## src/shared/tlm_defines.svh

```systemverilog
// Constants of the toner level monitor: register map, field positions, counts, times.
// Assumes a 100 MHz system clock and a 32-bit classic Wishbone register bus.
`ifndef TLM_DEFINES_SVH
`define TLM_DEFINES_SVH

// Register word indices (byte address bits 7:2)
`define TLM_ADR_DWELL_LIMIT 6'h00
`define TLM_ADR_TICK_DIV 6'h01
`define TLM_ADR_STATUS 6'h02
`define TLM_ADR_IRQ_STAT 6'h03
`define TLM_ADR_IRQ_MASK 6'h04
`define TLM_ADR_LAST_DWELL 6'h05
`define TLM_ADR_DOT_COUNT 6'h06

// Status and interrupt bit positions
`define TLM_BIT_SUPPLY 0
`define TLM_BIT_LOW 1
`define TLM_BIT_DISP 2
`define TLM_BIT_EMPTY 3
`define TLM_BIT_ALARM 4
`define TLM_BIT_DRUM 5
`define TLM_BIT_STARTED 6
`define TLM_NUM_EV 5

// Reset values
`define TLM_DWELL_RST 32'h0000_01F4
`define TLM_MASK_RST 5'h00

// Consecutive-cycle thresholds
`define TLM_SUPPLY_RUN 5'h03
`define TLM_LOW_RUN 5'h14
`define TLM_FULL_RUN 5'h0A
`define TLM_RUN_MAX 5'h1F

// Timing: one tick is 1 ms at warm-up speed
`define TLM_CLK_NS 10
`define TLM_TICK_NS 1000000
`define TLM_TICK_CYCLES (`TLM_TICK_NS / `TLM_CLK_NS)
`define TLM_ALARM_MS 32'h0000_08FC
`define TLM_ALARM_REPS 32'h0000_0003
`define TLM_ALARM_TICKS (`TLM_ALARM_MS * `TLM_ALARM_REPS)

// Dot budgets in A4 sheets at 5 percent
`define TLM_DISP_SHEETS 32'h0000_00C8
`define TLM_EMPTY_SHEETS 32'h0000_041A
`define TLM_DOTS_PER_SHEET 32'h0001_0000

`endif

```

## src/shared/tlm_pkg.sv

```systemverilog
// Types of the toner level monitor.
// Assumes nothing beyond a SystemVerilog compiler.
`default_nettype none
package tlm_pkg;
  typedef enum logic [1:0] {
    TLM_WAIT_FALL = 2'h1,
    TLM_DWELL = 2'h2
  } tlm_phase_t;
endpackage : tlm_pkg
`default_nettype wire

```

## src/hw/tlm_top.sv

```systemverilog
// Toner level monitor: agitation sensor timing, supply drive, toner-low and alarm logic.
// Assumes asynchronous sensor and drum pins, a dot pulse from same-clock logic,
// and a classic Wishbone master for the registers.
`include "tlm_defines.svh"
`timescale 1ns/100ps
`default_nettype none
module tlm_top #(
  parameter logic [31:0] TICK_CYCLES = `TLM_TICK_CYCLES,
  parameter logic [31:0] DOTS_PER_SHEET = `TLM_DOTS_PER_SHEET
) (
  // Clock and reset
  input wire logic clk_in,
  input wire logic rst_n_in,
  // Wishbone slave
  input wire logic wb_cyc_in,
  input wire logic wb_stb_in,
  input wire logic wb_we_in,
  input wire logic [7:0] wb_adr_in,
  input wire logic [3:0] wb_sel_in,
  input wire logic [31:0] wb_dat_in,
  output logic [31:0] wb_dat_out,
  output logic wb_ack_out,
  // Sensor side
  input wire logic sensor_in,
  input wire logic drum_run_in,
  input wire logic dot_in,
  // Actuators and indications
  output logic supply_roller_out,
  output logic agit_spring_out,
  output logic toner_low_out,
  output logic toner_empty_out,
  output logic sensor_alarm_out,
  output logic irq_out
);

  localparam logic [31:0] DISP_DOTS = `TLM_DISP_SHEETS * DOTS_PER_SHEET;
  localparam logic [31:0] EMPTY_DOTS = `TLM_EMPTY_SHEETS * DOTS_PER_SHEET;

  logic [2:0] sens_sync_q;
  logic [2:0] drum_sync_q;
  logic sens_q;
  logic drum_q;
  logic prev_q;
  tlm_pkg::tlm_phase_t phase_q;
  logic [31:0] tick_cnt_q;
  logic [31:0] dwell_q;
  logic [31:0] last_dwell_q;
  logic [31:0] still_q;
  logic [31:0] dot_cnt_q;
  logic [4:0] low_run_q;
  logic [4:0] high_run_q;
  logic supply_on_q;
  logic started_q;
  logic toner_low_q;
  logic disp_q;
  logic empty_q;
  logic alarm_q;
  logic [31:0] dwell_limit_q;
  logic [31:0] tick_div_q;
  logic [`TLM_NUM_EV-1:0] irq_stat_q;
  logic [`TLM_NUM_EV-1:0] irq_mask_q;
  logic ack_q;
  logic [31:0] dat_q;

  // Pin synchronisers: a change counts once stages two and three agree
  // Sensor chain resets to its idle high level, so no false edge follows reset
  always_ff @(posedge clk_in or negedge rst_n_in) begin
    if (!rst_n_in) begin
      sens_sync_q <= 3'h7;
      drum_sync_q <= 3'h0;
      sens_q <= 1'b1;
      drum_q <= 1'b0;
    end else begin
      sens_sync_q <= {sens_sync_q[1:0], sensor_in};
      drum_sync_q <= {drum_sync_q[1:0], drum_run_in};
      if (sens_sync_q[1] == sens_sync_q[2]) begin
        sens_q <= sens_sync_q[2];
      end
      if (drum_sync_q[1] == drum_sync_q[2]) begin
        drum_q <= drum_sync_q[2];
      end
    end
  end

  // Speed-scaled time base; stopped drum freezes every timer
  wire run_w = drum_q;
  wire tick_w = run_w && (tick_cnt_q >= tick_div_q - 32'h1);
  wire fall_w = run_w && prev_q && !sens_q;
  wire rise_w = run_w && !prev_q && sens_q;
  wire edge_w = fall_w || rise_w;
  wire cyc_w = rise_w && (phase_q == tlm_pkg::TLM_DWELL);
  wire is_low_w = dwell_q >= dwell_limit_q;
  wire cyc_low_w = cyc_w && is_low_w;
  wire cyc_high_w = cyc_w && !is_low_w;
  wire [4:0] low_inc_w = (low_run_q == `TLM_RUN_MAX) ? low_run_q : low_run_q + 5'h01;
  wire [4:0] high_inc_w = (high_run_q == `TLM_RUN_MAX) ? high_run_q : high_run_q + 5'h01;
  wire supply_start_w = cyc_low_w && !supply_on_q && (low_inc_w >= `TLM_SUPPLY_RUN);
  wire low_recog_w = cyc_low_w && started_q && !toner_low_q
    && (low_inc_w == `TLM_LOW_RUN);
  wire full_clear_w = cyc_high_w && toner_low_q && (high_inc_w == `TLM_FULL_RUN);
  wire disp_set_w = toner_low_q && !disp_q && (dot_cnt_q >= DISP_DOTS);
  wire empty_set_w = toner_low_q && !empty_q && (dot_cnt_q >= EMPTY_DOTS);
  wire alarm_set_w = tick_w && !alarm_q && !edge_w
    && (still_q == `TLM_ALARM_TICKS - 32'h1);

  always_ff @(posedge clk_in or negedge rst_n_in) begin
    if (!rst_n_in) begin
      tick_cnt_q <= 32'h0;
      prev_q <= 1'b1;
    end else begin
      prev_q <= sens_q;
      if (tick_w) begin
        tick_cnt_q <= 32'h0;
      end else if (run_w) begin
        tick_cnt_q <= tick_cnt_q + 32'h1;
      end
    end
  end

  // Dwell timing at the lowest point (sensor low)
  always_ff @(posedge clk_in or negedge rst_n_in) begin
    if (!rst_n_in) begin
      phase_q <= tlm_pkg::TLM_WAIT_FALL;
      dwell_q <= 32'h0;
      last_dwell_q <= 32'h0;
    end else begin
      case (phase_q)
        tlm_pkg::TLM_WAIT_FALL: begin
          if (fall_w) begin
            phase_q <= tlm_pkg::TLM_DWELL;
            dwell_q <= 32'h0;
          end
        end
        tlm_pkg::TLM_DWELL: begin
          if (rise_w) begin
            phase_q <= tlm_pkg::TLM_WAIT_FALL;
            last_dwell_q <= dwell_q;
          end else if (tick_w && (dwell_q != 32'hFFFF_FFFF)) begin
            dwell_q <= dwell_q + 32'h1;
          end
        end
        default: begin
          phase_q <= tlm_pkg::TLM_WAIT_FALL;
        end
      endcase
    end
  end

  // Run counters, opposite class zeroes a run
  always_ff @(posedge clk_in or negedge rst_n_in) begin
    if (!rst_n_in) begin
      low_run_q <= 5'h00;
      high_run_q <= 5'h00;
    end else if (cyc_w) begin
      low_run_q <= is_low_w ? low_inc_w : 5'h00;
      high_run_q <= is_low_w ? 5'h00 : high_inc_w;
    end
  end

  // Supply drive and toner-low state
  always_ff @(posedge clk_in or negedge rst_n_in) begin
    if (!rst_n_in) begin
      supply_on_q <= 1'b0;
      started_q <= 1'b0;
      toner_low_q <= 1'b0;
      disp_q <= 1'b0;
      empty_q <= 1'b0;
      dot_cnt_q <= 32'h0;
    end else begin
      if (supply_start_w) begin
        supply_on_q <= 1'b1;
        started_q <= 1'b1;
      end else if (cyc_high_w) begin
        supply_on_q <= 1'b0;
      end
      if (full_clear_w) begin
        toner_low_q <= 1'b0;
        started_q <= 1'b0;
        disp_q <= 1'b0;
        empty_q <= 1'b0;
        dot_cnt_q <= 32'h0;
      end else begin
        if (low_recog_w) begin
          toner_low_q <= 1'b1;
        end
        if (disp_set_w) begin
          disp_q <= 1'b1;
        end
        if (empty_set_w) begin
          empty_q <= 1'b1;
        end
        if (toner_low_q && dot_in && (dot_cnt_q != 32'hFFFF_FFFF)) begin
          dot_cnt_q <= dot_cnt_q + 32'h1;
        end
      end
    end
  end

  // Sensor alarm: no transition for three cycle periods
  always_ff @(posedge clk_in or negedge rst_n_in) begin
    if (!rst_n_in) begin
      still_q <= 32'h0;
      alarm_q <= 1'b0;
    end else if (edge_w) begin
      still_q <= 32'h0;
      alarm_q <= 1'b0;
    end else if (tick_w && !alarm_q) begin
      still_q <= still_q + 32'h1;
      alarm_q <= alarm_set_w;
    end
  end

  // Wishbone decode
  wire req_w = wb_cyc_in && wb_stb_in && !ack_q;
  // Writes land at the edge that sees ack, while the request still stands
  wire wr_w = wb_cyc_in && wb_stb_in && wb_we_in && ack_q;
  wire [5:0] word_w = wb_adr_in[7:2];
  wire [31:0] wmask_w = {{8{wb_sel_in[3]}}, {8{wb_sel_in[2]}},
    {8{wb_sel_in[1]}}, {8{wb_sel_in[0]}}};
  wire wr_limit_w = wr_w && (word_w == `TLM_ADR_DWELL_LIMIT);
  wire wr_div_w = wr_w && (word_w == `TLM_ADR_TICK_DIV);
  wire wr_stat_w = wr_w && (word_w == `TLM_ADR_IRQ_STAT);
  wire wr_mask_w = wr_w && (word_w == `TLM_ADR_IRQ_MASK);
  wire [`TLM_NUM_EV-1:0] ev_w = {alarm_set_w, empty_set_w, disp_set_w,
    low_recog_w, supply_start_w};
  wire [`TLM_NUM_EV-1:0] clr_w = wr_stat_w ? (wb_dat_in[`TLM_NUM_EV-1:0]
    & wmask_w[`TLM_NUM_EV-1:0]) : {`TLM_NUM_EV{1'b0}};
  wire [31:0] status_w = {25'h0, started_q, drum_q, alarm_q, empty_q, disp_q,
    toner_low_q, supply_on_q};
  wire [31:0] rd_w =
    (word_w == `TLM_ADR_DWELL_LIMIT) ? dwell_limit_q :
    (word_w == `TLM_ADR_TICK_DIV) ? tick_div_q :
    (word_w == `TLM_ADR_STATUS) ? status_w :
    (word_w == `TLM_ADR_IRQ_STAT) ? {27'h0, irq_stat_q} :
    (word_w == `TLM_ADR_IRQ_MASK) ? {27'h0, irq_mask_q} :
    (word_w == `TLM_ADR_LAST_DWELL) ? last_dwell_q :
    (word_w == `TLM_ADR_DOT_COUNT) ? dot_cnt_q : 32'h0;

  always_ff @(posedge clk_in or negedge rst_n_in) begin
    if (!rst_n_in) begin
      ack_q <= 1'b0;
      dat_q <= 32'h0;
    end else begin
      ack_q <= req_w;
      if (req_w && !wb_we_in) begin
        dat_q <= rd_w;
      end
    end
  end

  // Settings and interrupt registers; a new event beats a clear
  always_ff @(posedge clk_in or negedge rst_n_in) begin
    if (!rst_n_in) begin
      dwell_limit_q <= `TLM_DWELL_RST;
      tick_div_q <= TICK_CYCLES;
      irq_stat_q <= {`TLM_NUM_EV{1'b0}};
      irq_mask_q <= `TLM_MASK_RST;
    end else begin
      if (wr_limit_w) begin
        dwell_limit_q <= (dwell_limit_q & ~wmask_w) | (wb_dat_in & wmask_w);
      end
      if (wr_div_w) begin
        tick_div_q <= (tick_div_q & ~wmask_w) | (wb_dat_in & wmask_w);
      end
      if (wr_mask_w) begin
        irq_mask_q <= (irq_mask_q & ~wmask_w[`TLM_NUM_EV-1:0])
          | (wb_dat_in[`TLM_NUM_EV-1:0] & wmask_w[`TLM_NUM_EV-1:0]);
      end
      irq_stat_q <= (irq_stat_q & ~clr_w) | ev_w;
    end
  end

  assign wb_ack_out = ack_q;
  assign wb_dat_out = dat_q;
  assign supply_roller_out = supply_on_q;
  assign agit_spring_out = supply_on_q;
  assign toner_low_out = disp_q;
  assign toner_empty_out = empty_q;
  assign sensor_alarm_out = alarm_q;
  assign irq_out = |(irq_stat_q & irq_mask_q);
endmodule : tlm_top
`default_nettype wire

```

## config.mk

```make
export PLATFORM = sky130hd
export DESIGN_NAME = tlm_top
export DESIGN_NICKNAME = d
export VERILOG_FILES = /design/src/shared/tlm_pkg.sv /design/src/hw/tlm_top.sv
export VERILOG_INCLUDE_DIRS = /design/src /design/src/shared
export SDC_FILE = /design/constraint.sdc
export NUM_CORES = 1
export LEC_CHECK = 0
export BUFFER_PORTS_ARGS = -buffer_cell sky130_fd_sc_hd__buf_2
export CORE_ASPECT_RATIO = 1.1
export CORE_MARGIN = 2
export CORE_UTILIZATION = 50
export DETAILED_ROUTE_END_ITERATION = 6
export PLACE_DENSITY = 0.69
export SLEW_MARGIN = 20
export SYNTH_ARGS = -nofsm -noshare
export SYNTH_HDL_FRONTEND = slang
export SYNTH_SLANG_ARGS = --single-unit
```

## constraint.sdc

```tcl
create_clock -name clk_in -period 3.85 [get_ports clk_in]
set_input_delay 0.385 -clock clk_in [delete_from_list [all_inputs] [get_ports clk_in]]
set_output_delay 0.385 -clock clk_in [all_outputs]
set_load 0.03 [all_outputs]
```

==> results.tsv <==
stage	metric	value	unit
clock_tree	H-Tree Level Count	2	
detailed_routing	routed wire length	45.7	mm
grt	first-pass GRT wire length	72.5	mm
setup_path	CP Cell Sequence	or4_4 -> or3_4 -> nor4_4 -> buf_4 -> buf_4 -> buf_4 -> xnor2_1 -> ha_1 -> a21oi_1 -> o21ai_1 -> buf_4 -> a211oi_4 -> a21oi_4 -> buf_12 -> o21ai_4 -> o21ai_4 -> buf_6 -> a31oi_1	
synthesis	post-synthesis sequential area ratio	45.6	%
grt	layer with the highest usage	met2	
status	status	finished with violations	
synthesis	Syn Inst Count	1711	
setup_path	Worst Path Max Fanout	8	
detailed_routing	vias per cell	6.00	
finish	Final Net Count	1999	
synthesis	Post-synth EDFFs	0	
die	Ports	91	
finish	Area Growth Syn to Fin	23.3	%
timing	Least-Margin Pin Slew	0.992	ns
timing	final-report setup violation count	98	
power_and_ir_drop	Net Sw Frac	28.0	%
grt	pin count of the biggest net entering global routing	166	
hold_path	WHS Path Cells	1	
synthesis	Distinct cells, synth	74	
power_and_ir_drop	Static Leakage	8.84	nW
finish	fraction of layout cells with a size suffix above 1	24.2	%
detailed_routing	Via Count	14000	
grt	met3 usage	3.55	%
setup_path	slowest cell on the critical path	or4_4	
synthesis	top_reg_cell synth	dfrtp_1	
clock_tree	Clock transition at path regs	0.06	ns
timing	Slew Limit Fails	0	
power_and_ir_drop	pwr/cell area	414	nW/um^2
setup_path	WP data arrival	4.70	ns
flow_run	maxcap violations	0	
power_and_ir_drop	maximum vdd drop	294	uV
die	core area	32100	sq um
power_and_ir_drop	final total power	8.26	mW
status	failing checks	setup timing	
setup_path	CP max stage delay	0.53	ns
grt	gr usage total	26.8	%
grt	gr ovfl total	0	
placed_design	GPL Wtd Cong	0.912	
setup_path	critical path's most frequent cell	buf_4	
timing	PnR worst setup slack	-0.428	ns
placed_design	Port Buffers	88	
timing	fmax	234	MHz
power_and_ir_drop	sequential power share	39.8	%
synthesis	cell accounting for the most synthesized area	dfrtp_1	
grt	met1 usage in global routing	36.4	%
clock_tree	Num CTS Buffers	35	
timing	post-layout minimum cycle time	4.28	ns
timing	RSZ-0062 raised after global routing	true	
synthesis	syn_nets	1836	
clock_tree	clock sinks	294	
grt	met2 Resource Use GR	44.8	%
grt	vias in the first global route	13500	
die	die area	33800	sq um
synthesis	Synth Cell Area	16200	sq um
timing	slew margin rel.	33.6	%
timing	Final Hold Fails	0	
detailed_routing	average routed wire per standard cell	19.6	um
placed_design	post-detail-place hpwl	31.8	mm
setup_path	worst reg-to-reg path cell count	18	
timing	period utilization	111	%
power_and_ir_drop	Pint	5.95	mW
placed_design	pre-CTS setup slack	-0.674	ns
die	Die W	176	um
synthesis	#FFs+latches synth	294	
synthesis	top-area cell type share of the netlist area	42.7	%
clock_tree	Max clock buf depth	3	
synthesis	syn_area_per_cell	9.46	sq um
setup_path	required time worst endpoint	4.27	ns
detailed_routing	DRC viols	0	
power_and_ir_drop	combinational group share of total power	19.4	%
timing	setup TNS	-31.22	ns
die	placement row count	69	
clock_tree	CTS tree	built	
finish	final core utilization	62.1	%
detailed_routing	Detail Route Antenna Nets	0	
detailed_routing	Initial DRT Pass Iterations	6	
power_and_ir_drop	switching power	2.31	mW
hold_path	Hold Crit Class	primary input to flop	
setup_path	crit end category	flop	
clock_tree	Clock Latency Late Sink	0.53	ns
clock_tree	Root Buffer Master	clkbuf_16	
synthesis	synth top area cells	dfrtp_1 (43%), nand2_1 (6.1%), ha_1 (5.6%), mux2_2 (4.4%), nor2_1 (3.5%)	
grt	initial antenna violation count	0	
timing	Worst Skew	0.0212	ns
synthesis	post-synthesis async set-or-reset flop share	100	%
setup_path	startpoint types	flop	
power_and_ir_drop	clock share of power	40.8	%
die	Die Y	193	um
finish	diode count	0	
setup_path	critical path class	flop to flop	
synthesis	Yosys warnings	0	
die	Initial Utilization	50.4	%
detailed_routing	DR iter-0 viols	1223	
==> cells by family (layout without fill, tap and decap cells) <==
kind of cell / count (synthesis) / count (layout) / share of synthesized area [%]
AOI/OAI and AO/OA: 358 / 359 / 14.8
xor gates and xnor gates: 97 / 97 / 5.25
adders and majority gates: 75 / 75 / 5.77
buffers and inverters: 137 / 324 / 3.44
DFF: 294 / 294 / 45.6
muxes: 65 / 65 / 4.51
and+or+nand+nor: 685 / 685 / 20.6
==> worst max-delay path, delay by kind of cell (launching register included) <==
family / cells / cell delay (ns)
xor+xnor: 1 / 0.12
simple gates: 3 / 1.19
compound gates: 7 / 1.38
flops: 1 / 0.37
buf+inv: 6 / 0.86
fa+ha+maj: 1 / 0.27
==> path summary, 6_finish.rpt <==
check,slack [ns],startpoint,to
worst max-delay path,-0.43,flop,dwell_q[28]
worst min-delay path,0.02,drum_run_in,drum_sync_q[0]
worst max register to register,-0.43,flop,dwell_q[28]
worst min register to register,0.35,drum_sync_q[0],drum_sync_q[1]
max in group asynchronous,2.56,rst_n_in,dot_cnt_q[27]
min in group asynchronous,0.50,rst_n_in,asynchronous set/reset pin
==> what timing repair did <==
action                                 4_1_cts  5_1_grt
buffers inserted                            14        7
pin swaps                                   34       53
gates cloned                                 5        4
hold buffers                                 2        0
setup endpoints to repair                   98       98
resized for setup                           71      103
endpoints found under the hold margin        5        0
==> metrics by stage <==
stage	area (sq um)	hold slack, ns	instances
global route	19900	0.00169	2325
floorplan	16200	0.0894	1711
finish	19900	0.0171	2325
global placement	17600	0.334	2231
CTS	19300	0.0127	2314
detailed placement	17600	0.345	2231
==> cell usage after synthesis, types with 6 or more instances <==
master and instances:
and4_1 15, and2_1 10, a22oi_1 7, clkbuf_1 50, or2_2 6, nor2b_1 9
and3_1 23, nand3_1 48, o211ai_1 9, ha_1 73, nand2_1 261, nor4_1 18
buf_2 13, nand4_1 39, nand2b_1 11, dfstp_2 18, or4_1 12, a31oi_1 76
inv_1 63, nor2_1 151, mux2_2 63, a21o_1 18, o21a_1 13, dfrtp_1 276
o31ai_1 10, a222oi_1 28, a221oi_1 6, nor3_1 36, a21oi_1 68, or3_1 22
buf_1 6, xnor2_1 44, o21ai_0 76, xor2_1 53
==> layer usage <==
layer  vias to the layer above  wire, um
met5                         -         0
met4                         0      1340
met3                        80      2220
met2                       414     22200
met1                      6922     19900
li1                       6542         -
==> power groups by stage <==
stage,Combinational (mW),Clock (mW),Sequential (mW)
CTS,1.31,3.42,3.29
finish,1.60,3.38,3.29
detailed placement,1.05,0,3.34
floorplan,0.466,0,3.43
global placement,1.03,0,3.34
global route,1.70,3.56,3.30
==> layout make-up <==
| type | instances | area (sq um) |
|---|---|---|
| multi-input combinational | 1281 | 9010 |
| fill | 2647 | 12200 |
| tap | 426 | 533 |
| timing repair buffer | 199 | 1610 |
| sequential | 294 | 7380 |
| clock inverter | 2 | 60.1 |
| clock buffer | 60 | 1110 |
| inverter | 63 | 239 |
==> layout by cell type (no fill, tap or decap), types with 11 or more instances in the layout <==
| cell | n |
|---|---|
| a21o_1 | 18 |
| a21oi_1 | 54 |
| a21oi_2 | 13 |
| a222oi_1 | 28 |
| a31oi_1 | 57 |
| and3_1 | 23 |
| and4_1 | 15 |
| buf_2 | 87 |
| buf_4 | 72 |
| buf_6 | 20 |
| clkbuf_1 | 13 |
| clkbuf_16 | 41 |
| dfrtp_1 | 276 |
| dfstp_2 | 18 |
| ha_1 | 73 |
| inv_1 | 62 |
| mux2_2 | 62 |
| nand2_1 | 260 |
| nand2b_1 | 11 |
| nand3_1 | 44 |
| nand4_1 | 39 |
| nor2_1 | 124 |
| nor2_4 | 22 |
| nor3_1 | 28 |
| nor4_1 | 17 |
| o21a_1 | 12 |
| o21ai_0 | 67 |
| or3_1 | 21 |
| xnor2_1 | 43 |
| xor2_1 | 53 |
No activity file was read; power rests on OpenSTA's default activity.
